==> src/include/link_eq_pkg.sv <==
package link_eq_pkg;

	// ***************************************************************
	// Register offsets
	// ***************************************************************
	localparam logic [7:0] ADDR_EQ_CTRL_ONE  = 8'h35;
	localparam logic [7:0] ADDR_MODE_STATUS  = 8'h37;
	localparam logic [7:0] ADDR_AUDIO_DIV    = 8'h3a;
	localparam logic [7:0] ADDR_EQ_LEVEL     = 8'h3b;
	localparam logic [7:0] ADDR_LINK_ERR     = 8'h41;
	localparam logic [7:0] ADDR_BACK_CHANNEL = 8'h43;
	localparam logic [7:0] ADDR_EQ_BYPASS    = 8'h44;
	localparam logic [7:0] ADDR_EQ_FLOOR     = 8'h45;

	// ***************************************************************
	// Reset values and writable masks
	// ***************************************************************
	localparam logic [7:0] RST_EQ_CTRL_ONE   = 8'h00;
	localparam logic [7:0] RST_MODE_STATUS   = 8'h00;
	localparam logic [7:0] RST_AUDIO_DIV     = 8'h00;
	localparam logic [7:0] RST_LINK_ERR      = 8'h03;
	localparam logic [7:0] RST_BACK_CHANNEL  = 8'h00;
	localparam logic [7:0] RST_EQ_BYPASS     = 8'h60;
	localparam logic [7:0] RST_EQ_FLOOR      = 8'h08;
	localparam logic [7:0] RD_UNMAPPED       = 8'h00;
	localparam logic [7:0] WMASK_EQ_CTRL_ONE = 8'h70;
	localparam logic [7:0] WMASK_AUDIO_DIV   = 8'hf7;
	localparam logic [7:0] WMASK_LINK_ERR    = 8'h1f;
	localparam logic [7:0] WMASK_BACK_CH     = 8'h1f;
	localparam logic [7:0] WMASK_EQ_BYPASS   = 8'hef;
	localparam logic [7:0] WMASK_EQ_FLOOR    = 8'h0f;

	// ***************************************************************
	// Field positions
	// ***************************************************************
	localparam int BIT_EQ_RESTART    = 6;
	localparam int BIT_FLOOR_OVR_EN  = 5;
	localparam int BIT_FLOOR_APPLY   = 4;
	localparam int BIT_PIN_B_DONE    = 7;
	localparam int LSB_PIN_B_CODE    = 4;
	localparam int BIT_PIN_A_DONE    = 3;
	localparam int LSB_PIN_A_CODE    = 0;
	localparam int BIT_OUT_DIV_OVR   = 7;
	localparam int LSB_OUT_DIV_CODE  = 4;
	localparam int BIT_IN_DIV_OVR    = 2;
	localparam int LSB_IN_DIV_CODE   = 0;
	localparam int BIT_ERR_COUNT_EN  = 4;
	localparam int LSB_ERR_THRESHOLD = 0;
	localparam int BIT_MISO_PIN_MODE = 4;
	localparam int BIT_CLK_POLARITY  = 3;
	localparam int LSB_CTRL_MODE     = 0;
	localparam int LSB_FIRST_STAGE   = 5;
	localparam int LSB_SECOND_STAGE  = 1;
	localparam int BIT_ADAPT_DISABLE = 0;
	localparam int LSB_FLOOR_LEVEL   = 0;

	localparam logic [3:0] EQ_START_ZERO = 4'h0;
	localparam logic [3:0] ERR_COUNT_MAX = 4'hf;

	// ***************************************************************
	// Control channel modes
	// ***************************************************************
	typedef enum logic [2:0] {
		CM_GPIO        = 3'b000,
		CM_HS_GPIO_1   = 3'b001,
		CM_HS_GPIO_2   = 3'b010,
		CM_HS_GPIO_4   = 3'b011,
		CM_SPI_FWD     = 3'b100,
		CM_SPI_REV     = 3'b101,
		CM_HS_SPI_FWD  = 3'b110,
		CM_HS_SPI_REV  = 3'b111
	} ctrl_mode_t;

	// Oscillator output divide ratio, 1 to 32
	function automatic logic [5:0] out_div_ratio(input logic [2:0] code);
		logic [5:0] r;
		r = 6'h01;
		case (code)
			3'h0: r = 6'h20;
			3'h1: r = 6'h10;
			3'h2: r = 6'h08;
			3'h3: r = 6'h04;
			3'h4, 3'h5: r = 6'h02;
			default: r = 6'h01;
		endcase
		return r;
	endfunction

	// Reference input divide ratio, 1 to 8
	function automatic logic [3:0] in_div_ratio(input logic [1:0] code);
		logic [3:0] r;
		r = 4'h1;
		case (code)
			2'h0: r = 4'h1;
			2'h1: r = 4'h2;
			2'h2: r = 4'h4;
			default: r = 4'h8;
		endcase
		return r;
	endfunction

endpackage

==> src/include/err_mon_if.sv <==
`timescale 1ns/1ps
interface err_mon_if;
	logic       count_en;
	logic [3:0] threshold;
	logic [2:0] link_err;
	logic       relock;
	logic       lock;
	logic [3:0] err_count;

	modport cfg (output count_en, output threshold, output link_err, output relock, input lock, input err_count);
	modport mon (input count_en, input threshold, input link_err, input relock, output lock, output err_count);
endinterface

==> src/verilog/link_eq_regs.sv <==
`timescale 1ns/1ps
// Behaviour
// - Restart bit high restarts adaptation, both ports
// - Floor apply ignored unless override enabled
// - Enabled floor apply uses programmed floor level
// - Done flag set once pin decode latched
// - Pin codes: B in 6-4, A in 2-0
// - Output divider override selects software field
// - Output code maps to divide 32 down to 1
// - Input divider override selects software field
// - Input code divides reference by 1,2,4,8
// - Errors counted only while count enabled
// - Enabled count drops lock at threshold, reset 3
// - Counting disabled drops lock on first error
// - Reverse mode miso driver enable per pin mode
// - Polarity picks drive edge (spi_drive_rise)
// - Mode codes 000-011 select GPIO variants
// - Mode codes 100-111 select SPI variants
// - Bypass uses first stage as bits 5-3
// - Bypass uses second stage as bits 2-0
// - Applied floor starts adaptation, resets to 8
module link_eq_regs (
	input  wire logic       clk,
	input  wire logic       rst,
	input  wire logic [7:0] reg_addr,
	input  wire logic [7:0] reg_wdata,
	input  wire logic       reg_wr,
	input  wire logic       reg_rd,
	output logic [7:0]      reg_rdata,
	input  wire logic [2:0] mode_a_level,
	input  wire logic       mode_a_valid,
	input  wire logic [2:0] mode_b_level,
	input  wire logic       mode_b_valid,
	input  wire logic [2:0] auto_out_div_code,
	input  wire logic [1:0] auto_in_div_code,
	input  wire logic [5:0] adapt_eq_level,
	input  wire logic [2:0] link_err,
	input  wire logic       link_relock,
	input  wire logic       spi_ss_n,
	input  wire logic       spi_miso_data,
	output logic [1:0]      eq_restart,
	output logic [3:0]      eq_start_level,
	output logic            eq_manual_en,
	output logic [5:0]      eq_manual_setting,
	output logic [5:0]      mclk_out_div,
	output logic [3:0]      ref_in_div,
	output logic            link_lock,
	output logic            spi_miso_o,
	output logic            spi_miso_oe,
	output logic            spi_drive_rise,
	output logic            ctrl_high_speed,
	output logic [2:0]      ctrl_gpio_lanes,
	output logic            ctrl_spi_fwd,
	output logic            ctrl_spi_rev
);
	import link_eq_pkg::*;

	// ***************************************************************
	// Writable registers
	// ***************************************************************
	logic [7:0] eq_ctrl_one_q, eq_ctrl_one_d;
	logic [7:0] audio_div_q, audio_div_d;
	logic [7:0] link_err_q, link_err_d;
	logic [7:0] back_ch_q, back_ch_d;
	logic [7:0] eq_bypass_q, eq_bypass_d;
	logic [7:0] eq_floor_q, eq_floor_d;
	logic [7:0] mode_status_q, mode_status_d;
	logic [7:0] rdata_q, rdata_d;

	// Only writable bits take the bus value; the rest keep their reset value
	function automatic logic [7:0] masked_write(input logic [7:0] wdata, input logic [7:0] mask,
		input logic [7:0] rstv);
		return (wdata & mask) | (rstv & ~mask);
	endfunction

	// Register writes; the restart bit is a plain level, software clears it
	always_comb begin
		eq_ctrl_one_d = eq_ctrl_one_q;
		audio_div_d = audio_div_q;
		link_err_d = link_err_q;
		back_ch_d = back_ch_q;
		eq_bypass_d = eq_bypass_q;
		eq_floor_d = eq_floor_q;
		if (reg_wr) begin
			unique case (reg_addr)
				ADDR_EQ_CTRL_ONE: begin
					eq_ctrl_one_d = masked_write(reg_wdata, WMASK_EQ_CTRL_ONE, RST_EQ_CTRL_ONE);
				end
				ADDR_AUDIO_DIV: begin
					audio_div_d = masked_write(reg_wdata, WMASK_AUDIO_DIV, RST_AUDIO_DIV);
				end
				ADDR_LINK_ERR: begin
					link_err_d = masked_write(reg_wdata, WMASK_LINK_ERR, RST_LINK_ERR);
				end
				ADDR_BACK_CHANNEL: begin
					back_ch_d = masked_write(reg_wdata, WMASK_BACK_CH, RST_BACK_CHANNEL);
				end
				ADDR_EQ_BYPASS: begin
					eq_bypass_d = masked_write(reg_wdata, WMASK_EQ_BYPASS, RST_EQ_BYPASS);
				end
				ADDR_EQ_FLOOR: begin
					eq_floor_d = masked_write(reg_wdata, WMASK_EQ_FLOOR, RST_EQ_FLOOR);
				end
				default: begin
					// Read-only and unmapped addresses ignore writes
				end
			endcase
		end
	end

	always_ff @(posedge clk) begin
		if (rst) begin
			eq_ctrl_one_q <= RST_EQ_CTRL_ONE;
			audio_div_q <= RST_AUDIO_DIV;
			link_err_q <= RST_LINK_ERR;
			back_ch_q <= RST_BACK_CHANNEL;
			eq_bypass_q <= RST_EQ_BYPASS;
			eq_floor_q <= RST_EQ_FLOOR;
		end else begin
			eq_ctrl_one_q <= eq_ctrl_one_d;
			audio_div_q <= audio_div_d;
			link_err_q <= link_err_d;
			back_ch_q <= back_ch_d;
			eq_bypass_q <= eq_bypass_d;
			eq_floor_q <= eq_floor_d;
		end
	end

	// ***************************************************************
	// Pin synchronisers
	// ***************************************************************
	logic [8:0] pin_meta_q, pin_sync_q;
	logic [8:0] pin_raw;

	assign pin_raw = {spi_ss_n, mode_b_valid, mode_b_level, mode_a_valid, mode_a_level};

	// Two stages per pin; the first stage feeds only the second
	always_ff @(posedge clk) begin
		if (rst) begin
			pin_meta_q <= 9'h100;
			pin_sync_q <= 9'h100;
		end else begin
			pin_meta_q <= pin_raw;
			pin_sync_q <= pin_meta_q;
		end
	end

	// ***************************************************************
	// Mode pin decode status
	// ***************************************************************
	// Each code is caught once when its valid is seen, then held until reset.
	// The pin decoder must hold the code steady before raising valid, since the
	// three code bits are synchronised separately.
	always_comb begin
		mode_status_d = mode_status_q;
		if (pin_sync_q[3] && !mode_status_q[BIT_PIN_A_DONE]) begin
			mode_status_d[LSB_PIN_A_CODE +: 3] = pin_sync_q[2:0];
			mode_status_d[BIT_PIN_A_DONE] = 1'b1;
		end
		if (pin_sync_q[7] && !mode_status_q[BIT_PIN_B_DONE]) begin
			mode_status_d[LSB_PIN_B_CODE +: 3] = pin_sync_q[6:4];
			mode_status_d[BIT_PIN_B_DONE] = 1'b1;
		end
	end

	always_ff @(posedge clk) begin
		if (rst) begin
			mode_status_q <= RST_MODE_STATUS;
		end else begin
			mode_status_q <= mode_status_d;
		end
	end

	// ***************************************************************
	// Link error monitor
	// ***************************************************************
	err_mon_if em ();

	assign em.count_en = link_err_q[BIT_ERR_COUNT_EN];
	assign em.threshold = link_err_q[LSB_ERR_THRESHOLD +: 4];
	assign em.link_err = link_err;
	assign em.relock = link_relock;

	link_error_monitor u_err_mon (
		.clk (clk),
		.rst (rst),
		.mon (em)
	);

	// ***************************************************************
	// Derived control outputs
	// ***************************************************************
	logic [1:0] eq_restart_d;
	logic [3:0] eq_start_level_d;
	logic       eq_manual_en_d;
	logic [5:0] eq_manual_setting_d;
	logic [5:0] mclk_out_div_d;
	logic [3:0] ref_in_div_d;
	logic       spi_miso_o_d, spi_miso_oe_d, spi_drive_rise_d;
	logic       ctrl_high_speed_d, ctrl_spi_fwd_d, ctrl_spi_rev_d;
	logic [2:0] ctrl_gpio_lanes_d;
	logic [5:0] eq_level_view;
	ctrl_mode_t cmode;

	assign cmode = ctrl_mode_t'(back_ch_q[LSB_CTRL_MODE +: 3]);

	// Outputs are computed here and registered below so each leaves a flop
	always_comb begin
		eq_restart_d = {2{eq_ctrl_one_q[BIT_EQ_RESTART]}};
		eq_start_level_d = EQ_START_ZERO;
		if (eq_ctrl_one_q[BIT_FLOOR_OVR_EN] && eq_ctrl_one_q[BIT_FLOOR_APPLY]) begin
			eq_start_level_d = eq_floor_q[LSB_FLOOR_LEVEL +: 4];
		end
		eq_manual_en_d = eq_bypass_q[BIT_ADAPT_DISABLE];
		eq_manual_setting_d = {eq_bypass_q[LSB_FIRST_STAGE +: 3],
			eq_bypass_q[LSB_SECOND_STAGE +: 3]};
		mclk_out_div_d = audio_div_q[BIT_OUT_DIV_OVR] ?
			out_div_ratio(audio_div_q[LSB_OUT_DIV_CODE +: 3]) :
			out_div_ratio(auto_out_div_code);
		ref_in_div_d = audio_div_q[BIT_IN_DIV_OVR] ?
			in_div_ratio(audio_div_q[LSB_IN_DIV_CODE +: 2]) :
			in_div_ratio(auto_in_div_code);
		spi_drive_rise_d = back_ch_q[BIT_CLK_POLARITY];
		ctrl_high_speed_d = 1'b0;
		ctrl_gpio_lanes_d = 3'h0;
		ctrl_spi_fwd_d = 1'b0;
		ctrl_spi_rev_d = 1'b0;
		unique case (cmode)
			CM_GPIO: ctrl_gpio_lanes_d = 3'h0;
			CM_HS_GPIO_1: begin
				ctrl_high_speed_d = 1'b1;
				ctrl_gpio_lanes_d = 3'h1;
			end
			CM_HS_GPIO_2: begin
				ctrl_high_speed_d = 1'b1;
				ctrl_gpio_lanes_d = 3'h2;
			end
			CM_HS_GPIO_4: begin
				ctrl_high_speed_d = 1'b1;
				ctrl_gpio_lanes_d = 3'h4;
			end
			CM_SPI_FWD: ctrl_spi_fwd_d = 1'b1;
			CM_SPI_REV: ctrl_spi_rev_d = 1'b1;
			CM_HS_SPI_FWD: begin
				ctrl_high_speed_d = 1'b1;
				ctrl_spi_fwd_d = 1'b1;
			end
			CM_HS_SPI_REV: begin
				ctrl_high_speed_d = 1'b1;
				ctrl_spi_rev_d = 1'b1;
			end
		endcase
		// Bused slaves release the line while deselected if pin mode is set
		spi_miso_oe_d = ctrl_spi_rev_d &&
			(!back_ch_q[BIT_MISO_PIN_MODE] || !pin_sync_q[8]);
		spi_miso_o_d = spi_miso_data;
	end

	always_ff @(posedge clk) begin
		if (rst) begin
			eq_restart <= 2'h0;
			eq_start_level <= EQ_START_ZERO;
			eq_manual_en <= 1'b0;
			eq_manual_setting <= 6'h18;
			mclk_out_div <= 6'h20;
			ref_in_div <= 4'h1;
			spi_miso_o <= 1'b0;
			spi_miso_oe <= 1'b0;
			spi_drive_rise <= 1'b0;
			ctrl_high_speed <= 1'b0;
			ctrl_gpio_lanes <= 3'h0;
			ctrl_spi_fwd <= 1'b0;
			ctrl_spi_rev <= 1'b0;
		end else begin
			eq_restart <= eq_restart_d;
			eq_start_level <= eq_start_level_d;
			eq_manual_en <= eq_manual_en_d;
			eq_manual_setting <= eq_manual_setting_d;
			mclk_out_div <= mclk_out_div_d;
			ref_in_div <= ref_in_div_d;
			spi_miso_o <= spi_miso_o_d;
			spi_miso_oe <= spi_miso_oe_d;
			spi_drive_rise <= spi_drive_rise_d;
			ctrl_high_speed <= ctrl_high_speed_d;
			ctrl_gpio_lanes <= ctrl_gpio_lanes_d;
			ctrl_spi_fwd <= ctrl_spi_fwd_d;
			ctrl_spi_rev <= ctrl_spi_rev_d;
		end
	end

	assign link_lock = em.lock;

	// ***************************************************************
	// Read path
	// ***************************************************************
	// Status shows the manual setting while bypassed, else the live level
	assign eq_level_view = eq_bypass_q[BIT_ADAPT_DISABLE] ? eq_manual_setting_d : adapt_eq_level;

	always_comb begin
		rdata_d = rdata_q;
		if (reg_rd) begin
			unique case (reg_addr)
				ADDR_EQ_CTRL_ONE:  rdata_d = eq_ctrl_one_q;
				ADDR_MODE_STATUS:  rdata_d = mode_status_q;
				ADDR_AUDIO_DIV:    rdata_d = audio_div_q;
				ADDR_EQ_LEVEL:     rdata_d = {2'b00, eq_level_view};
				ADDR_LINK_ERR:     rdata_d = link_err_q;
				ADDR_BACK_CHANNEL: rdata_d = back_ch_q;
				ADDR_EQ_BYPASS:    rdata_d = eq_bypass_q;
				ADDR_EQ_FLOOR:     rdata_d = eq_floor_q;
				default:           rdata_d = RD_UNMAPPED;
			endcase
		end
	end

	always_ff @(posedge clk) begin
		if (rst) begin
			rdata_q <= RD_UNMAPPED;
		end else begin
			rdata_q <= rdata_d;
		end
	end

	assign reg_rdata = rdata_q;
endmodule

==> src/verilog/link_error_monitor.sv <==
`timescale 1ns/1ps
module link_error_monitor (
	input wire logic clk,
	input wire logic rst,
	err_mon_if.mon   mon
);
	import link_eq_pkg::*;

	logic       lock_q;
	logic       lock_d;
	logic [3:0] cnt_q;
	logic [3:0] cnt_d;
	logic [4:0] sum;

	// ***************************************************************
	// Error counting and lock decision
	// ***************************************************************
	// Errors of all three monitored channels in one cycle add together
	always_comb begin
		sum = 5'({1'b0, cnt_q}) + 5'(mon.link_err[0]) + 5'(mon.link_err[1]) + 5'(mon.link_err[2]);
		cnt_d = cnt_q;
		lock_d = lock_q;
		if (mon.relock) begin
			cnt_d = EQ_START_ZERO;
			lock_d = 1'b1;
		end else if (lock_q && (|mon.link_err)) begin
			if (!mon.count_en) begin
				lock_d = 1'b0;
			end else begin
				cnt_d = (sum > 5'(ERR_COUNT_MAX)) ? ERR_COUNT_MAX : sum[3:0];
				if (sum >= 5'(mon.threshold)) begin
					lock_d = 1'b0;
				end
			end
		end
	end

	always_ff @(posedge clk) begin
		if (rst) begin
			lock_q <= 1'b0;
			cnt_q <= EQ_START_ZERO;
		end else begin
			lock_q <= lock_d;
			cnt_q <= cnt_d;
		end
	end

	assign mon.lock = lock_q;
	assign mon.err_count = cnt_q;
endmodule

==> config.mk <==
export PLATFORM = sky130hd
export DESIGN_NAME = link_eq_regs
export DESIGN_NICKNAME = d
export VERILOG_FILES = /design/src/include/link_eq_pkg.sv /design/src/include/err_mon_if.sv /design/src/verilog/link_eq_regs.sv /design/src/verilog/link_error_monitor.sv
export SDC_FILE = /design/constraint.sdc
export NUM_CORES = 1
export LEC_CHECK = 0
export ABC_AREA = 1
export BUFFER_PORTS_ARGS = -buffer_cell sky130_fd_sc_hd__buf_2
export CORE_MARGIN = 3
export CORE_UTILIZATION = 59
export CTS_CLUSTER_DIAMETER = 40
export DETAILED_ROUTE_END_ITERATION = 16
export PLACE_DENSITY = 0.95
export SKIP_CTS_REPAIR_TIMING = 1
export SLEW_MARGIN = 10
export SYNTH_ARGS = -nofsm -noshare
export SYNTH_HDL_FRONTEND = slang
export SYNTH_SLANG_ARGS = --single-unit
==> constraint.sdc <==
create_clock -name clk -period 4.2 [get_ports clk]
set_input_delay 0.63 -clock clk [delete_from_list [all_inputs] [get_ports clk]]
set_output_delay 0.63 -clock clk [all_outputs]
set_load 0.01 [all_outputs]
==> results of run 1 <==
==> metrics by stage <==
step | hold slack (ns) | cell area (um2)
floorplan | 0.388 | 4220
global placement | 0.389 | 4670
detailed placement | 0.393 | 4670
CTS | 0.406 | 4870
global route | 0.416 | 4870
finish | 0.404 | 4870
==> critical path, stage by stage <==
cell	delay [ns]
buf_2	0.12
fa_1	0.54
ha_1	0.16
inv_1	0.06
fa_1	0.42
xor2_1	0.21
inv_1	0.07
ha_1	0.29
nand2_1	0.08
nand2_1	0.06
nand2_1	0.06
nand2_1	0.05
nand2_1	0.05
nand2_1	0.05
a21oi_1	0.11
==> sequential cells by signal (all words and copies together), names as in the netlist, 3 cells and up <==
signal,count
reg_rdata,8
back_ch_q,5
mode_status_q,8
eq_start_level,4
pin_sync_q,9
audio_div_q,7
ctrl_gpio_lanes,3
link_err_q,5
mclk_out_div,6
eq_manual_setting,6
u_err_mon.mon.err_count,4
eq_floor_q,4
pin_meta_q,9
ref_in_div,4
eq_ctrl_one_q,3
eq_bypass_q,7
==> kinds of logic (layout without fill, tap and decap cells) <==
family	Yosys count	in the layout	share of synthesized area (%)
AO/OA/AOI/OAI	99	99	12.6
flip-flops	101	101	47.9
adder cells (fa/ha/maj)	9	9	3.02
buffers and inverters	106	190	10.3
XOR/XNOR	2	2	0.415
AND/OR/NAND/NOR	232	232	25.8
==> metal layers <==
metal,track usage [%],vias up
li1,-,1899
met1,29.1,1715
met2,44.2,151
met3,5.17,27
met4,10.7,0
met5,0,-
==> power groups by stage <==
stage	clock (uW)	combinational, uW	sequential (uW)
global route	639	147	984
global placement	0	121	1000
floorplan	0	76.6	1010
detailed placement	0	129	1000
CTS	599	131	981
finish	594	131	981
==> layout by cell type (no fill, tap or decap), drive strengths merged, types with 2 or more instances in the layout <==
| cell | instances |
|---|---|
| a21oi | 50 |
| buf | 86 |
| clkinvlp | 2 |
| o21ai | 42 |
| nor2 | 73 |
| xor2 | 2 |
| inv | 87 |
| fa | 2 |
| nor3 | 3 |
| or2 | 5 |
| clkbuf | 14 |
| nand3 | 60 |
| ha | 7 |
| a221oi | 2 |
| dfxtp | 101 |
| o211ai | 3 |
| nand2 | 87 |
==> worst min-delay path by stage <==
stage | start | to | slack, ns | depth (start not counted)
floorplan | pin_meta_q[0]$_SDFF_PP0_ | pin_sync_q[0]$_SDFF_PP0_ | 0.39 | 2
detailed placement | pin_meta_q[4]$_SDFF_PP0_ | pin_sync_q[4]$_SDFF_PP0_ | 0.39 | 2
finish | pin_meta_q[4]$_SDFF_PP0_ | pin_sync_q[4]$_SDFF_PP0_ | 0.40 | 2
CTS | pin_meta_q[4]$_SDFF_PP0_ | pin_sync_q[4]$_SDFF_PP0_ | 0.41 | 2
global placement | pin_meta_q[7]$_SDFF_PP0_ | pin_sync_q[7]$_SDFF_PP0_ | 0.39 | 2
global route | pin_meta_q[6]$_SDFF_PP0_ | pin_sync_q[6]$_SDFF_PP0_ | 0.42 | 2
==> cell type report <==
type / count / area [um2] / area share [%]
Sequential cell: 101 / 2020 / 41.5
Multi-Input combinational cell: 342 / 1770 / 36.3
Timing Repair Buffer: 86 / 433 / 8.89
Inverter: 88 / 330 / 6.78
Clock buffer: 14 / 183 / 3.75
Tap cell: 96 / 120 / 2.47
Clock inverter: 2 / 15.0 / 0.308
==> impl_metrics.yaml, run 1 <==
worst_setup_path:
  r2r-start: "u_err_mon.mon.err_count[0]$_SDFFE_PP0P_"
  crit_required_ns: 4.50
  critPathMaxFanout: 2
  critPathLaunchType: "input pin"
  critPathLaunch: "link_err[0]"
  crit_path_end: "u_err_mon.mon.lock$_SDFFE_PP0P_"
  critPathKind: "in -> reg"
  rr_worst_depth: 14
  r2r_setup_slack_ns: 1.65
  arrival_ns: 2.95
  crit_path_end_kind: "flop"
  rr_endpoint: "u_err_mon.mon.lock$_SDFFE_PP0P_"
logic_synthesis:
  ys_ff_latch: 101
  synthCells: 549
  synth_top_cell_by_area: "dfxtp_1"
  avgSynthCellArea_um2: 7.69
  yosys_most_used_dff: "dfxtp_1"
  synthArstFlopShare_pct: 0
  synth_common_cells: "101 x dfxtp_1, 80 x inv_1, 79 x nand2_1"
  synth_cell_type_count: 34
  synth-edff-count: 0
  yosysWarnings: 0
  synth.most_common_cell: "dfxtp_1"
  synthDominantCellAreaShare_pct: 47.9
  synth_fp_nets: 603
  synth_area_um2: 4220
  yosys-top-cells-area: "dfxtp_1 48%, inv_1 7.1%, nand2_1 7.0%"
  ys_seq_area_share_pct: 47.9
layout:
  synthToLayoutAreaGrowth_pct: 15.4
  fin_cells: 729
  n_antenna_cell: 0
  n_fill_cell: 561
  final_util_pct: 70.9
  nNetsFinal: 682
  drive_above_1_share_pct: 22.0
job:
  max_cap_violations: 0
routing:
  drc: 0
  ant_nets: 0
  drtPass1Iterations: 5
  drt_iter0_markers: 271
  wl_met2_um: 5040
  drt-total-wl_um: 9990
  met1_length_um: 4050
  wl_per_cell_um: 13.7
  top_layer: "met4"
  met3_length_um: 654
  vias: 3792
  viasPerCell: 5.20
power_and_ir_drop:
  peakVddDrop_mv: 0.305
  power.density_nw_per_um2: 350
  clock_power_share_pct: 34.8
  power.leakage_uw: 0.00229
  power.switching_uw: 404
  internal_power_uw: 1300
  seqPwrFrac_pct: 57.5
  total_power_uw: 1710
  p_comb_share_pct: 7.7
  swShare_pct: 23.7
clocking:
  h-tree-depth: 3
  clk_latency_ns: 0.37
  cts_buffers: 9
  cts_max_path_buffers: 2
  cts_tree: "done"
  cts.clk_slew.worst_paths_ns: 0.09
  cts.sink_count: 101
  clockRootBuffer: "clkbuf_8"
sta:
  drv_slew: 0
  fin_crit_sh_pct: 63.2
  fin_tns_setup_ns: 0
  fin_ws_ns: 1.55
  worst_pin_slew_ns: 0.996
  rsz0062_at_grt: "false"
  fin_skew_ns: 0.00779
  finalHoldViolCount: 0
  fin_crit_ns: 2.65
  relSlewSlack_pct: 33.5
  max_freq_mhz: 377
  setup_viol: 0
grt:
  grt_pass1_vias: 3548
  antenna_found_initial: 0
  grt_pass1_wl_um: 16400
  grt_max_degree: 55
  grtUsageTotal_pct: 25.0
  globalRouteOverflowTotal: 0
hold_path:
  hold_path_class: "reg -> reg"
place:
  portBuffers: 85
  hpwl_um: 7420
  globalplace.congestion: 0.916
  placedCellCount: 713
  dpl_worst_slack_ns: 1.17
die:
  core_area_um2: 6870
  io_pins: 86
  rows: 30
  initial_utilization_pct: 61.4
  dieArea_um2: 8200
  chipWidth_um: 90.6
  die_y_um: 90.6
outcome:
  status: "complete, no violations"
No activity file was read; power rests on OpenSTA's default activity.
==> run 2: changes to the inputs <==
--- a/config.mk
+++ b/config.mk
@@ -8,10 +8,10 @@
 export ABC_AREA = 1
 export BUFFER_PORTS_ARGS = -buffer_cell sky130_fd_sc_hd__buf_2
 export CORE_MARGIN = 3
-export CORE_UTILIZATION = 59
+export CORE_UTILIZATION = 49
 export CTS_CLUSTER_DIAMETER = 40
 export DETAILED_ROUTE_END_ITERATION = 16
-export PLACE_DENSITY = 0.95
+export PLACE_DENSITY = 0.85
 export SKIP_CTS_REPAIR_TIMING = 1
 export SLEW_MARGIN = 10
 export SYNTH_ARGS = -nofsm -noshare
==> constraint.sdc (replaced) <==
create_clock -name clk -period 2.4 [get_ports clk]
set_input_delay 0.36 -clock clk [delete_from_list [all_inputs] [get_ports clk]]
set_output_delay 0.36 -clock clk [all_outputs]
set_load 0.01 [all_outputs]
==> run 2 against run 1 <==
  * The flow now finishes with violations (negative setup slack)
  * Clock skew is 0.0049 ns higher
  * Combinational power up 89%
  * Sequential cell count is the same
  * Cell count is 2.1% higher
  * Power grew 87%
  * Clock power grew 110%
  * Core utilization fell by 11 points
  * Critical endpoint unchanged
  * Largest cell class unchanged
==> impl_metrics.yaml, run 2 (synthesis results as in run 1) <==
die:
  core_area_um2: 8300
  die_y_um: 98.8
  rows: 33
  initial_utilization_pct: 50.9
  io_pins: 86
  dieArea_um2: 9760
  chipWidth_um: 98.8
worst_setup_path:
  critPathLaunchType: "flop"
  crit_path_end_kind: "flop"
  crit_path_max_incr_delay_ns: 0.55
  arrival_ns: 2.79
  worstPathCellList: "fa_1 > ha_2 > inv_2 > fa_2 > inv_2 > ha_4 > nand2_2 > nand2_2 > nand2_1 > nand2_1 > nand2_1 > nand2_1 > nand2_1 > nand2_1 > a21oi_2"
  critPathSlowestCell: "fa_2"
  critPathMaxFanout: 2
  crit_required_ns: 2.66
  critPathKind: "reg -> reg"
  worst_path_most_repeated_cell: "nand2_1"
layout:
  final_util_pct: 60.3
  drive_above_1_share_pct: 24.4
  n_antenna_cell: 0
  regArea_um2: 2020
  multi_input_area_um2: 1800
  nNetsFinal: 688
  layout_commonest_cell: "dfxtp_1"
  final_cell_mix: "100 x dfxtp_1, 85 x buf_2, 78 x inv_1"
  synthToLayoutAreaGrowth_pct: 18.6
  n_fill_cell: 729
  top_regs: "pin_meta_q (9), pin_sync_q (9)"
grt:
  globalRouteOverflowTotal: 0
  grt_pass1_wl_um: 15900
  antenna_found_initial: 0
  grt_max_degree: 41
  grtUsageTotal_pct: 20.1
  grt_pass1_vias: 3474
sta:
  rsz0062_at_grt: "true"
  setup_viol: 1
  worst_pin_slew_ns: 0.542
  fin_crit_sh_pct: 105
  max_freq_mhz: 396
  drv_slew: 0
  fin_tns_setup_ns: -0.123
  fin_crit_ns: 2.52
  finalHoldViolCount: 0
  relSlewSlack_pct: 63.8
  fin_skew_ns: 0.0127
  whs_ns: 0.170
  fin_ws_ns: -0.123
job:
  max_cap_violations: 0
place:
  globalplace.congestion: 0.891
  portBuffers: 85
  hpwl_um: 7460
outcome:
  violations: "negative setup slack"
  status: "complete, but fails checks"
clocking:
  cts_max_path_buffers: 2
  clockRootBuffer: "clkbuf_8"
  cts_buffers: 9
  cts.clk_slew.worst_paths_ns: 0.10
  cts.sink_count: 101
  h-tree-depth: 3
  clk_latency_ns: 0.37
  cts_tree: "done"
power_and_ir_drop:
  total_power_uw: 3190
  power.leakage_uw: 0.00234
  peakVddDrop_mv: 0.396
  power.density_nw_per_um2: 637
routing:
  drt-total-wl_um: 9990
  viasPerCell: 5.05
  drt_iter0_markers: 262
  drc: 0
  wl_per_cell_um: 13.4
  drtPass1Iterations: 5
  vias: 3759
  ant_nets: 0
hold_path:
  hold_path_class: "in -> reg"
[run 2: worst paths after layout]
| path | start | end | slack, ns | cells after the start |
|---|---|---|---|---|
| worst max-delay path | u_err_mon.mon.err_count[0]$_SDFFE_PP0P_ | u_err_mon.mon.lock$_SDFFE_PP0P_ | -0.12 | 15 |
| worst min-delay path | spi_ss_n | pin_meta_q[8]$_SDFF_PP1_ | 0.17 | 2 |
| worst max register to register | u_err_mon.mon.err_count[0]$_SDFFE_PP0P_ | u_err_mon.mon.lock$_SDFFE_PP0P_ | -0.12 | 15 |
| worst min register to register | pin_meta_q[5]$_SDFF_PP0_ | pin_sync_q[5]$_SDFF_PP0_ | 0.40 | 2 |
[run 2: area by class of cell]
cell class                      instances  area share (%)
Clock buffer                           10            2.75
Clock inverter                          6            1.83
Inverter                               88            6.60
Multi-Input combinational cell        342            36.0
Sequential cell                       101            40.4
Tap cell                              105            2.63
Timing Repair Buffer                   92            9.80
[run 2: power by group]
part,internal [uW],switching (uW)
clock network,625,597
registers,1710,10.6
logic,93.8,155
total,2430,762
[run 2: critical path: cells and delay by family (launching register included)]
| kind | cells | cell delay [ns] |
|---|---|---|
| flip-flops | 1 | 0.34 |
| buffers and inverters | 2 | 0.09 |
| adder cells (fa/ha/maj) | 4 | 1.51 |
| AO/OA/AOI/OAI | 1 | 0.05 |
| AND/OR/NAND/NOR | 8 | 0.43 |
[run 2: through the flow]
| stage | worst slack, ns | cells | area [um2] |
|---|---|---|---|
| floorplan | 0.0196 | 549 | 4220 |
| global placement | -0.157 | 725 | 4720 |
| detailed placement | -0.281 | 725 | 4720 |
| CTS | -0.0698 | 741 | 4950 |
| global route | -0.253 | 744 | 5000 |
| finish | -0.123 | 744 | 5000 |
[run 2: metal layers]
| layer | track usage [%] | vias up | wire length, um |
|---|---|---|---|
| met4 | 9.14 | 0 | 277 |
| met3 | 3.33 | 25 | 605 |
| met1 | 24.9 | 1674 | 4290 |
| li1 | - | 1917 | - |
| met5 | 0 | - | 0 |
| met2 | 34.3 | 143 | 4820 |
